## src/hdl/dcm_pkg.sv

```systemverilog
// constants, register map and types of the dual channel discrepancy monitor
package dcm_pkg;

  // time base
  localparam int CLK_KHZ       = 10_000;
  localparam int TICK_MS       = 4;
  localparam int TICK_CYCLES   = TICK_MS * CLK_KHZ;
  localparam int LIMIT_MIN_MS  = 4;
  localparam int LIMIT_MAX_MS  = 30_000;
  localparam int BLINK_HALF_MS = 500;
  localparam int BLINK_TICKS   = BLINK_HALF_MS / TICK_MS;

  // widths
  localparam int LIM_W = 15;
  localparam int TMR_W = 13;
  localparam int BLK_W = 7;
  localparam int EV_W  = 4;

  // register byte addresses
  localparam logic [7:0] A_CTRL     = 8'h00;
  localparam logic [7:0] A_LIMIT    = 8'h04;
  localparam logic [7:0] A_STATUS   = 8'h08;
  localparam logic [7:0] A_TIMER    = 8'h0c;
  localparam logic [7:0] A_IRQ_STAT = 8'h10;
  localparam logic [7:0] A_IRQ_EN   = 8'h14;
  localparam logic [7:0] A_IRQ_CLR  = 8'h18;

  // reset values
  localparam logic [LIM_W-1:0] LIMIT_RST_MS = 15'h0000;
  localparam logic [EV_W-1:0]  IRQ_EN_RST   = 4'h0;

  // control fields
  localparam int CTRL_MODE  = 0;
  localparam int CTRL_STYLE = 1;

  // status fields
  localparam int STS_STATE = 0;
  localparam int STS_LOGIC = 2;
  localparam int STS_DISC  = 3;
  localparam int STS_SEQ   = 4;
  localparam int STS_HLTH  = 5;
  localparam int STS_CHA   = 6;
  localparam int STS_CHB   = 7;

  // interrupt events
  localparam int EV_DISC  = 0;
  localparam int EV_SEQ   = 1;
  localparam int EV_ACT   = 2;
  localparam int EV_INACT = 3;

  // channel pair classes
  typedef logic [1:0] dcm_cls_t;
  localparam dcm_cls_t CLS_INACT = 2'h0;
  localparam dcm_cls_t CLS_ACT   = 2'h1;
  localparam dcm_cls_t CLS_DISC  = 2'h2;

  typedef enum logic [1:0] {
    ST_INACT,
    ST_DISCR,
    ST_ACTIVE,
    ST_ERROR
  } dcm_state_e;

endpackage

```

## src/hdl/dcm_tick.sv

```systemverilog
// sample tick generator: one-cycle pulse every CYCLES clocks
`timescale 1ns/1ps
module dcm_tick #(
  parameter int unsigned CYCLES = 40000
) (
  input  wire logic mclk,
  input  wire logic srst,
  output logic      tick
);
  localparam int CW = (CYCLES > 1) ? $clog2(CYCLES) : 1;
  localparam logic [CW-1:0] LAST = CW'(CYCLES - 1);

  logic [CW-1:0] cnt;

  always_ff @(posedge mclk) begin
    if (srst) begin
      cnt  <= '0;
      tick <= 1'b0;
    end else if (cnt == LAST) begin
      cnt  <= '0;
      tick <= 1'b1;
    end else begin
      cnt  <= cnt + 1'b1;
      tick <= 1'b0;
    end
  end

endmodule

```

## src/hdl/dcm_monitor.sv

```systemverilog
// dual channel discrepancy monitor with apb register access
//
// Notes on behaviour
// RULE_01: equivalent or complementary channel pairing
// RULE_02: limit zero disables, else 4 ms..30 s
// RULE_03: limit rounded up to 4 ms grid
// RULE_04: disagreement under limit: discrepant, input low
// RULE_05: discrepant keeps discrepancy flag unchanged
// RULE_06: timer restarts on discrepancy; limit gives error
// RULE_07: zero limit: timer never runs, no timeout
// RULE_08: active gives input high, no error
// RULE_09: active needs inactive since last active
// RULE_10: active needs no elapsed discrepancy limit
// RULE_11: forbidden re-entry flagged as sequence error; not flagged when a discrepancy error is already set
// RULE_12: health indicator flashes red or red/green
// RULE_13: channel indicators flash green on error
// RULE_14: health status bit low on error
// RULE_15: errors cleared when pair reaches inactive
// RULE_16: configurer sizes limit above test gap
// RULE_17: channels sampled every 4 ms tick
// RULE_18: reset: inactive, timer and errors cleared
// RULE_19: timer counts ticks against rounded limit
//
// Added by the designer: the register addresses and the APB register port.
`timescale 1ns/1ps
module dcm_monitor
  import dcm_pkg::*;
#(
  parameter int unsigned TICK_CYCLES_P = dcm_pkg::TICK_CYCLES
) (
  input  wire logic        mclk,
  input  wire logic        srst,
  input  wire logic        psel,
  input  wire logic        penable,
  input  wire logic        pwrite,
  input  wire logic [7:0]  paddr,
  input  wire logic [31:0] pwdata,
  output logic [31:0]      prdata,
  output logic             pready,
  output logic             pslverr,
  input  wire logic        chan_a,
  input  wire logic        chan_b,
  output logic             logic_in,
  output logic             module_health_indicator,
  output logic             health_led_red,
  output logic             health_led_green,
  output logic             chan_a_led,
  output logic             chan_b_led,
  output logic             irq
);
  import dcm_pkg::*;

  // classify the sampled pair; equivalent wants a==b, complementary a!=b
  function automatic dcm_cls_t pair_class(input logic cmpl,
                                          input logic a,
                                          input logic b);
    dcm_cls_t c;
    c = CLS_DISC;
    if (!cmpl && !a && !b) c = CLS_INACT;
    else if (!cmpl && a && b) c = CLS_ACT;
    else if (cmpl && !a && b) c = CLS_INACT;
    else if (cmpl && a && !b) c = CLS_ACT;
    return c;
  endfunction

  // cap the limit at its 30 s maximum; values below 4 ms pass unchanged
  function automatic logic [LIM_W-1:0] lim_clamp(input logic [31:0] v);
    logic [LIM_W-1:0] r;
    r = v[LIM_W-1:0];
    if (v > 32'(LIMIT_MAX_MS)) r = LIM_W'(LIMIT_MAX_MS);
    return r;
  endfunction

  //////////////////////////////////////////////////////////////////////////
  // declarations

  logic             tick;
  logic [1:0]       a_sync;
  logic [1:0]       b_sync;
  logic             a_s;
  logic             b_s;
  logic             mode;
  logic             style;
  logic [LIM_W-1:0] lim_ms;
  logic [TMR_W-1:0] lim_ticks;
  logic [EV_W-1:0]  irq_stat;
  logic [EV_W-1:0]  irq_en;
  logic [EV_W-1:0]  clr_mask;
  logic [EV_W-1:0]  ev;
  dcm_state_e       state;
  dcm_state_e       next_state;
  dcm_cls_t         cls;
  dcm_cls_t         prev_cls;
  logic [TMR_W-1:0] timer;
  logic [TMR_W-1:0] next_timer;
  logic             disc_err;
  logic             next_disc;
  logic             seq_err;
  logic             next_seq;
  logic             seen_inact;
  logic             next_seen;
  logic [BLK_W-1:0] blink_cnt;
  logic             blink;
  logic             err;
  logic             acc;
  logic             wr;
  logic [31:0]      rd_val;
  logic             hit;

  //////////////////////////////////////////////////////////////////////////
  // sample tick and channel synchronisers

  dcm_tick #(
    .CYCLES (TICK_CYCLES_P)
  ) u_tick (
    .mclk (mclk),
    .srst (srst),
    .tick (tick)
  );

  // pins are asynchronous; only the second stage is ever read
  always_ff @(posedge mclk) begin
    if (srst) begin
      a_sync <= 2'h0;
      b_sync <= 2'h0;
    end else begin
      a_sync <= {a_sync[0], chan_a};
      b_sync <= {b_sync[0], chan_b};
    end
  end

  assign a_s = a_sync[1];
  assign b_s = b_sync[1];
  assign cls = pair_class(mode, a_s, b_s); // RULE_01
  assign err = disc_err | seq_err;

  //////////////////////////////////////////////////////////////////////////
  // apb slave

  assign acc = psel & penable;
  assign wr  = acc & pready & pwrite;

  always_comb begin
    rd_val = 32'h0000_0000;
    hit    = 1'b1;
    if (paddr == A_CTRL) begin
      rd_val[CTRL_MODE]  = mode;
      rd_val[CTRL_STYLE] = style;
    end else if (paddr == A_LIMIT) begin
      rd_val[LIM_W-1:0] = lim_ms;
    end else if (paddr == A_STATUS) begin
      rd_val[STS_STATE+:2] = state;
      rd_val[STS_LOGIC]    = logic_in;
      rd_val[STS_DISC]     = disc_err;
      rd_val[STS_SEQ]      = seq_err;
      rd_val[STS_HLTH]     = module_health_indicator;
      rd_val[STS_CHA]      = a_s;
      rd_val[STS_CHB]      = b_s;
    end else if (paddr == A_TIMER) begin
      rd_val[TMR_W-1:0] = timer;
    end else if (paddr == A_IRQ_STAT) begin
      rd_val[EV_W-1:0] = irq_stat;
    end else if (paddr == A_IRQ_EN) begin
      rd_val[EV_W-1:0] = irq_en;
    end else if (paddr == A_IRQ_CLR) begin
      rd_val = 32'h0000_0000;
    end else begin
      hit = 1'b0;
    end
  end

  // one wait state: answer is registered, never combinational
  always_ff @(posedge mclk) begin
    if (srst) begin
      pready  <= 1'b0;
      prdata  <= 32'h0000_0000;
      pslverr <= 1'b0;
    end else begin
      pready  <= acc & ~pready;
      pslverr <= acc & ~pready & ~hit;
      if (acc && !pready && !pwrite) begin
        prdata <= rd_val;
      end else if (!acc) begin
        prdata <= 32'h0000_0000;
      end
    end
  end

  always_ff @(posedge mclk) begin
    if (srst) begin
      mode      <= 1'b0;
      style     <= 1'b0;
      lim_ms    <= LIMIT_RST_MS;
      lim_ticks <= TMR_W'((16'(LIMIT_RST_MS) + 16'(TICK_MS - 1))
                          / 16'(TICK_MS));
      irq_en    <= IRQ_EN_RST;
    end else if (wr) begin
      if (paddr == A_CTRL) begin
        mode  <= pwdata[CTRL_MODE];
        style <= pwdata[CTRL_STYLE];
      end else if (paddr == A_LIMIT) begin
        lim_ms    <= lim_clamp(pwdata); // RULE_02
        // round up to whole sample periods
        lim_ticks <= TMR_W'((16'(lim_clamp(pwdata)) + 16'(TICK_MS - 1))
                            / 16'(TICK_MS)); // RULE_03
      end else if (paddr == A_IRQ_EN) begin
        irq_en <= pwdata[EV_W-1:0];
      end
    end
  end

  assign clr_mask = (wr && paddr == A_IRQ_CLR) ? pwdata[EV_W-1:0] : '0;

  //////////////////////////////////////////////////////////////////////////
  // pair evaluation, stepped only on the sample tick

  always_comb begin
    next_state = state;
    next_timer = timer;
    next_disc  = disc_err;
    next_seq   = seq_err;
    next_seen  = seen_inact;
    if (tick) begin // RULE_17
      case (cls)
        CLS_INACT: begin
          next_state = ST_INACT;
          next_timer = '0;
          next_disc  = 1'b0; // RULE_15
          next_seq   = 1'b0; // RULE_15
          next_seen  = 1'b1;
        end
        CLS_ACT: begin
          next_timer = '0;
          if (state == ST_ACTIVE) begin
            next_state = ST_ACTIVE;
          end else if (seen_inact && !disc_err) begin // RULE_09 RULE_10
            next_state = ST_ACTIVE; // RULE_08
            next_seen  = 1'b0;
          end else begin
            next_state = ST_ERROR;
            // a timeout already reported takes precedence
            if (!disc_err) next_seq = 1'b1; // RULE_11
          end
        end
        default: begin
          if (prev_cls != CLS_DISC) begin
            next_timer = '0; // RULE_06
          end else if (lim_ticks != '0 && timer != '1) begin // RULE_07
            next_timer = timer + 1'b1; // RULE_19
          end
          if (state == ST_ERROR) begin
            next_state = ST_ERROR;
          end else if (lim_ticks != '0 && next_timer >= lim_ticks) begin
            next_state = ST_ERROR; // RULE_06
            next_disc  = 1'b1;
          end else begin
            next_state = ST_DISCR; // RULE_04 RULE_05
          end
        end
      endcase
    end
  end

  always_ff @(posedge mclk) begin
    if (srst) begin
      state      <= ST_INACT; // RULE_18
      timer      <= '0;
      disc_err   <= 1'b0;
      seq_err    <= 1'b0;
      seen_inact <= 1'b0;
      prev_cls   <= CLS_INACT;
      logic_in   <= 1'b0;
    end else begin
      state      <= next_state;
      timer      <= next_timer;
      disc_err   <= next_disc;
      seq_err    <= next_seq;
      seen_inact <= next_seen;
      if (tick) prev_cls <= cls;
      logic_in   <= (next_state == ST_ACTIVE); // RULE_04 RULE_08
    end
  end

  //////////////////////////////////////////////////////////////////////////
  // indicators

  always_ff @(posedge mclk) begin
    if (srst) begin
      blink_cnt <= '0;
      blink     <= 1'b0;
    end else if (tick) begin
      if (blink_cnt == BLK_W'(BLINK_TICKS - 1)) begin
        blink_cnt <= '0;
        blink     <= ~blink;
      end else begin
        blink_cnt <= blink_cnt + 1'b1;
      end
    end
  end

  always_ff @(posedge mclk) begin
    if (srst) begin
      module_health_indicator <= 1'b0;
      health_led_red          <= 1'b0;
      health_led_green        <= 1'b0;
      chan_a_led              <= 1'b0;
      chan_b_led              <= 1'b0;
    end else begin
      module_health_indicator <= ~(next_disc | next_seq); // RULE_14
      health_led_red          <= err & blink; // RULE_12
      health_led_green        <= err ? (style & ~blink) : 1'b1; // RULE_12
      chan_a_led              <= err ? blink : a_s; // RULE_13
      chan_b_led              <= err ? blink : b_s; // RULE_13
    end
  end

  //////////////////////////////////////////////////////////////////////////
  // interrupts: set wins over a clear in the same cycle

  assign ev[EV_DISC]  = next_disc & ~disc_err;
  assign ev[EV_SEQ]   = next_seq & ~seq_err;
  assign ev[EV_ACT]   = (next_state == ST_ACTIVE) & (state != ST_ACTIVE);
  assign ev[EV_INACT] = (next_state == ST_INACT) & (state != ST_INACT);

  always_ff @(posedge mclk) begin
    if (srst) begin
      irq_stat <= '0;
      irq      <= 1'b0;
    end else begin
      irq_stat <= (irq_stat & ~clr_mask) | ev;
      irq      <= |(((irq_stat & ~clr_mask) | ev) & irq_en);
    end
  end
endmodule

```

## config.mk

```make
export PLATFORM = sky130hd
export DESIGN_NAME = dcm_monitor
export DESIGN_NICKNAME = d
export VERILOG_FILES = /design/src/hdl/dcm_pkg.sv /design/src/hdl/dcm_tick.sv /design/src/hdl/dcm_monitor.sv
export SDC_FILE = /design/constraint.sdc
export NUM_CORES = 1
export LEC_CHECK = 0
export ABC_CLOCK_PERIOD_IN_PS = 4100
export BUFFER_PORTS_ARGS = -buffer_cell sky130_fd_sc_hd__buf_4
export CAP_MARGIN = 10
export CELL_PAD_IN_SITES_DETAIL_PLACEMENT = 1
export CELL_PAD_IN_SITES_GLOBAL_PLACEMENT = 1
export CORE_ASPECT_RATIO = 0.75
export CORE_MARGIN = 8
export CORE_UTILIZATION = 43
export DETAILED_ROUTE_END_ITERATION = 12
export PLACE_DENSITY_LB_ADDON = 0.1
export SYNTH_ARGS = -nofsm -noshare
export SYNTH_HDL_FRONTEND = slang
export SYNTH_SLANG_ARGS = --single-unit
```

## constraint.sdc

```tcl
create_clock -name mclk -period 4.1 [get_ports mclk]
set_input_delay 0.205 -clock mclk [delete_from_list [all_inputs] [get_ports mclk]]
set_output_delay 0.205 -clock mclk [all_outputs]
set_load 0.05 [all_outputs]
```

# --- Word level (Yosys, flattened, before mapping) ---
# Index checks and enable logic that the tools add are counted.
totals:
  ff_bits: 128
  latch_bits: 0
  mem_bits_rw: 0
  mem_bits_ro: 0
  input_bits: 47
  out_inout_bits: 41
  word_cells: 180
  mem_count: 0
classes:
  n_addsub: 4
  mul: 0
  div_mod_pow: 0
  n_lt_le_gt_ge: 2
  eq_ne: 18
  shift: 0
  mux: 69
  n_bitwise: 25
  n_reduce_logical: 34
op_table:
  columns: ["operator", "count"]
  rows:
  - ["2-to-1 mux 32 bit", 8]
  - ["2-to-1 mux 28 bit", 6]
  - ["2-to-1 mux 15 bit", 6]
  - ["2-to-1 mux 13 bit", 6]
  - ["> comparator 32 x 15 -> 1 bit (second input constant)", 1]
  - ["2-to-1 mux 30 bit", 1]
  - ["equality test 8 x 5 -> 1 bit (second input constant)", 3]
  - ["2-to-1 mux 24 bit", 1]
  - ["2-to-1 mux 1 bit", 22]
  - ["2-to-1 mux 19 bit", 1]
  - ["2-to-1 mux 17 bit", 1]
  - ["adder 16 x 1 -> 16 bit (second input constant)", 1]
  - ["equality test 16 bit (second input constant)", 1]
  - ["equality test 8 x 4 -> 1 bit (second input constant)", 2]
  - ["2-to-1 mux 2 bit", 8]
  - ["adder 15 x 2 -> 15 bit (second input constant)", 1]
  - ["logical AND 1 bit", 14]
  - ["adder 13 x 1 -> 13 bit (second input constant)", 1]
  - ["greater-or-equal comparator 13 bit", 1]
  - ["inequality test 13 bit (second input constant)", 1]
  - ["nonzero test 13 bit", 1]
  - ["2-to-1 mux 4 bit", 3]
  - ["AND 1 bit", 11]
  - ["AND 4 bit", 2]
  - ["24 further kinds", 49]

# --- Depth between registers and ports, before layout ---
logic_depth:
  depth_word: 21
  mapped_depth: 15
  depth_no_buf: 13

# --- Hierarchy ---
# From an unflattened synthesis, not the netlist that was laid out.
hier_totals:
  cells_unflattened: 699
  area_unflattened_um2: 5825.6
by_module_without_submodules:
  columns: ["mod", "instances", "cells_per_inst", "area_each_um2", "seq_area_each_um2"]
  rows:
  - ["dcm_monitor", 1, 616, 5088.6, 1881.8]
  - ["dcm_tick", 1, 83, 737.0, 340.3]

# --- Worst setup path after synthesis ---
# OpenSTA, ideal clock, no wires.
synth_timing:
  path_kind: "flip-flop to flip-flop"
  from: "reg timer[0]"
  to: "reg module_health_indicator"
  setup_time_ns: 0.115
  arrival_time_ns: 3.040
  required_ns: 3.985
  setup_slack_ns: 0.945
  stages_incl_launch_ff: 16
  n_path_buf: 2
  period_less_slack_ns: 3.155
  cell_sequence: "dfxtp_1 ha_1 and3_1 buf_2 a41oi_4 buf_2 nand2_1 xor2_1 nor2_1 ha_1 nand2_1 o21ai_1 a31oi_1 o41ai_1 a32oi_1 and3_1"
synth_between:
  elab_chain_cells: 14
  elab_cells_between_ends: 15
  classes_between: "add/sub: 1; order compare: 1; eq/ne: 1; mux: 8; bitwise: 2; reduce/logical: 2"
synth_rtl:
  columns: ["item", "line", "source"]
  rows:
  - ["start: declaration", "dcm_monitor.sv:94", "logic [TMR_W-1:0] timer;"]
  - ["start signal: assignment", "dcm_monitor.sv:275", "timer <= next_timer;"]
  - ["branches (longest 2 deep; another with adder 13 x 1 -> 13 bit)", null, null]
  - ["2-to-1 mux 13 bit (*)", "dcm_monitor.sv:248", "end else if (lim_ticks != '0 && timer != '1) begin"]
  - ["2-to-1 mux 13 bit (*)", "dcm_monitor.sv:246", "if (prev_cls != CLS_DISC) begin"]
  - ["2-to-1 mux 13 bit (*)", "dcm_monitor.sv:224", "case (cls)"]
  - ["2-to-1 mux 13 bit (*)", "dcm_monitor.sv:223", "if (tick) begin"]
  - ["greater-or-equal comparator 13 bit (*)", "dcm_monitor.sv:253", "end else if (lim_ticks != '0 && next_timer >= lim_ticks) begin"]
  - ["logical AND 1 bit (*)", "dcm_monitor.sv:253", null]
  - ["2-to-1 mux 1 bit (*)", "dcm_monitor.sv:253", null]
  - ["2-to-1 mux 1 bit (*)", "dcm_monitor.sv:251", "if (state == ST_ERROR) begin"]
  - ["one-hot mux 1 bit (2 select lines) (*)", "dcm_monitor.sv:224", null]
  - ["2-to-1 mux 1 bit (*)", "dcm_monitor.sv:223", null]
  - ["OR 1 bit (*)", "dcm_monitor.sv:309", "module_health_indicator <= ~(next_disc | next_seq);"]
  - ["inverter 1 bit (*)", "dcm_monitor.sv:309", null]
  - ["end signal: assignment", "dcm_monitor.sv:309", null]
  - ["end: declaration", "dcm_monitor.sv:44", "output logic module_health_indicator,"]
# Every way passes the cells marked *. The select of a mux whose other input is x is not followed.
# A chain may end at the register's enable or synchronous reset.

# --- Worst setup path after layout ---
# Same ends and word-level chain as after synthesis.

==> results_dict.tcl <==
set metrics [dict create \
    status "completed" \
    insertion_delay_ns 0.37 \
    period_share_pct 86.4 \
    fin_hold_ws_ns 0.0542 \
    wirelength_microns 17800 \
    drive_above_1_share_pct 15.3 \
    routed_via_density 5.76 \
    synth.most_common_cell "dfxtp_1" \
    grt_pass1_vias 5387 \
    drtPass1Iterations 5 \
    wl_per_cell_microns 20.0 \
    yosysTopAreaCell "dfxtp_1" \
    synth.avg_cell_area_sq_um 8.52 \
    drt_iter0_drc 375 \
    netlist_area_sq_um 5660 \
    hold_violations 0 \
    grt_setup_unrepaired "no" \
    core_area_sq_um 12900 \
    clock_skew_ns 0.00908 \
    synthMuxAreaShare_pct 1.97 \
    final_nets 780 \
    gp_congestion 0.870 \
    synthXorXnorAreaFrac_pct 6.81 \
    tns_ns 0 \
    crit_required_ns 4.36 \
    worst-setup-path-type "register to register" \
    die_x_microns 148 \
    slew_headroom_pct 31.3 \
    cts_made_buffers 9 \
    rows 36 \
    finalCriticalPeriod_ns 3.54 \
    synth_top_family_by_area "simple AND/OR/NAND/NOR gates" \
    htreeDepth 3 \
    clkSinkCount 111 \
    synth_top_cells_by_count "dfxtp_1, nor2_1, nand2_1" \
    yosys.area_share.adder_pct 3.76 \
    powerDensity_nw_per_um2 332 \
    cts_tree "yes" \
    setup_slack_ns 0.559 \
    seq_area_frac_synth_pct 39.3 \
    path_buf_inv 1 \
    synth_edf_count 0 \
    syn_inst 664 \
    antennaDiodeCount 0 \
    path_max_fanout 19 \
    gr-usage-all-layers_pct 21.2 \
    yosys.area_share.simple_pct 21.4 \
    worstMarginPinSlew_ns 1.03 \
    route.detailed.drc 0 \
    die_h_microns 115 \
    cp-end-kind "register" \
    grt_pass1_wl_microns 28800 \
    ys_ff_latch 111 \
    cp-start-kind "register" \
    areaGrowthSynthToFinish_pct 15.1 \
    antenna_left 0 \
    ir_drop_mv 0.207 \
    clkSlewWorstSetupHoldPaths_ns 0.08 \
    grt-ovfl-total 0 \
    hpwl_microns 13400 \
    synth-main-ff-cell "dfxtp_1" \
    hold_path.class "primary input to register" \
    clk_path_buf_depth 2 \
    cp_slowest_cell "a41oi_4" \
    synth_top_cell_area_share_pct 39.3 \
    via_count 5141 \
    clockRootBuffer "clkbuf_16" \
    yosys_warnings 0 \
    synthDistinctLibCells 66 \
    max_freq_mhz 282 \
    synth_compound_area_share_pct 20.1 \
    cp_slowest_stage_delay_ns 0.58 \
    synthArstFlopShare_pct 0 \
    slew_violations 0 \
    postCtsSetupRepairBufs 0 \
    p_leak_uw 0.00246 \
    port_buffers 70 \
    hold_buffers 0 \
    worstPathCellList "ha_1 -> and3_1 -> a41oi_4 -> nand4_1 -> xnor2_1 -> nor2_1 -> ha_1 -> nand2_1 -> o41ai_1 -> buf_4 -> a32oi_1 -> and3_1" \
    start_util_pct 43.8 \
    finalSetupViolations 0 \
    worstPathArrival_ns 3.81 \
    die_area_sq_um 17100 \
    drv_cap 0 \
    synth_area_leaders "dfxtp_1, nor2_1, a21oi_1" \
    grt_max_degree 54 \
    dp_slack_ns 0.614 \
    cp_top_family "compound AO/OA/AOI/OAI gates" \
    antenna_found_initial 0 \
    post_cts_resized 0 \
    ios 88 \
]
==> final cells by class <==
class | instances | area, sq um
flip-flops and latches | 111 | 2220
well taps | 171 | 214
multi-input cells | 492 | 3120
inverters | 30 | 113
repair buffers | 72 | 541
fillers | 1548 | 6420
clock buffers | 10 | 239
clock inverters | 6 | 62.6
==> flip-flops by register name, indices dropped and copies added, names as in the netlist, 2 cells and up <==
name / cells
state: 2
timer: 13
prdata: 15
a_sync: 2
u_tick.cnt: 16
lim_ticks: 13
prev_cls: 2
irq_stat: 4
b_sync: 2
lim_ms: 15
blink_cnt: 7
irq_en: 4
==> metrics by stage <==
stage               cell area [sq um]  utilization, %  total power [uW]  cells
finish                           6510            50.4              2160    892
global route                     6510            50.4              2240    892
CTS                              6510            50.4              2180    892
detailed placement               6210            48.0              1290    876
global placement                 6210            48.0              1290    876
floorplan                        5720               -              1230    680
==> cell families after synthesis <==
group / count (synthesis)
buffers and inverters: 77
other: 1
AO/OA/AOI/OAI: 162
AND/OR/NAND/NOR: 244
adder cells (fa/ha/maj): 17
XOR/XNOR: 41
flip-flops: 111
multiplexers: 11
==> metal layers <==
| layer | vias to the layer above | global-route usage (%) | routed length, microns | part of all wire, % |
|---|---|---|---|---|
| li1 | 2459 | - | - | - |
| met1 | 2512 | 28.9 | 8770 | 49 |
| met2 | 158 | 32.6 | 7720 | 43 |
| met3 | 12 | 5.19 | 1140 | 6.4 |
| met4 | 0 | 6.30 | 218 | 1.2 |
| met5 | - | 0 | 0 | 0 |
==> worst paths after layout <==
| kind | startpoint | end | slack, ns | depth (start not counted) |
|---|---|---|---|---|
| setup / recovery | timer[0] | module_health_indicator | 0.56 | 12 |
| hold / removal | chan_a | a_sync[0] | 0.05 | 2 |
| setup reg to reg | timer[0] | module_health_indicator | 0.56 | 12 |
| hold reg to reg | b_sync[0] | b_sync[1] | 0.45 | 1 |
==> cells in the final DEF (no fill, tap or decap), types with 18 or more instances in the layout <==
cell	netlist	final
nor2_1	74	74
xor2_1	21	21
inv_1	28	28
and3_1	18	18
nand2_1	58	58
xnor2_1	18	18
dfxtp_1	111	111
buf_4	19	72
a21oi_1	45	45
nand3_1	18	18
==> where the power goes <==
group | internal, uW | switching [uW] | leakage (uW)
clock | 446 | 450 | 0.000148
sequential | 1080 | 6.26 | 0.000896
combinational | 53.3 | 122 | 0.00142
(Power assumes the default switching activity.)
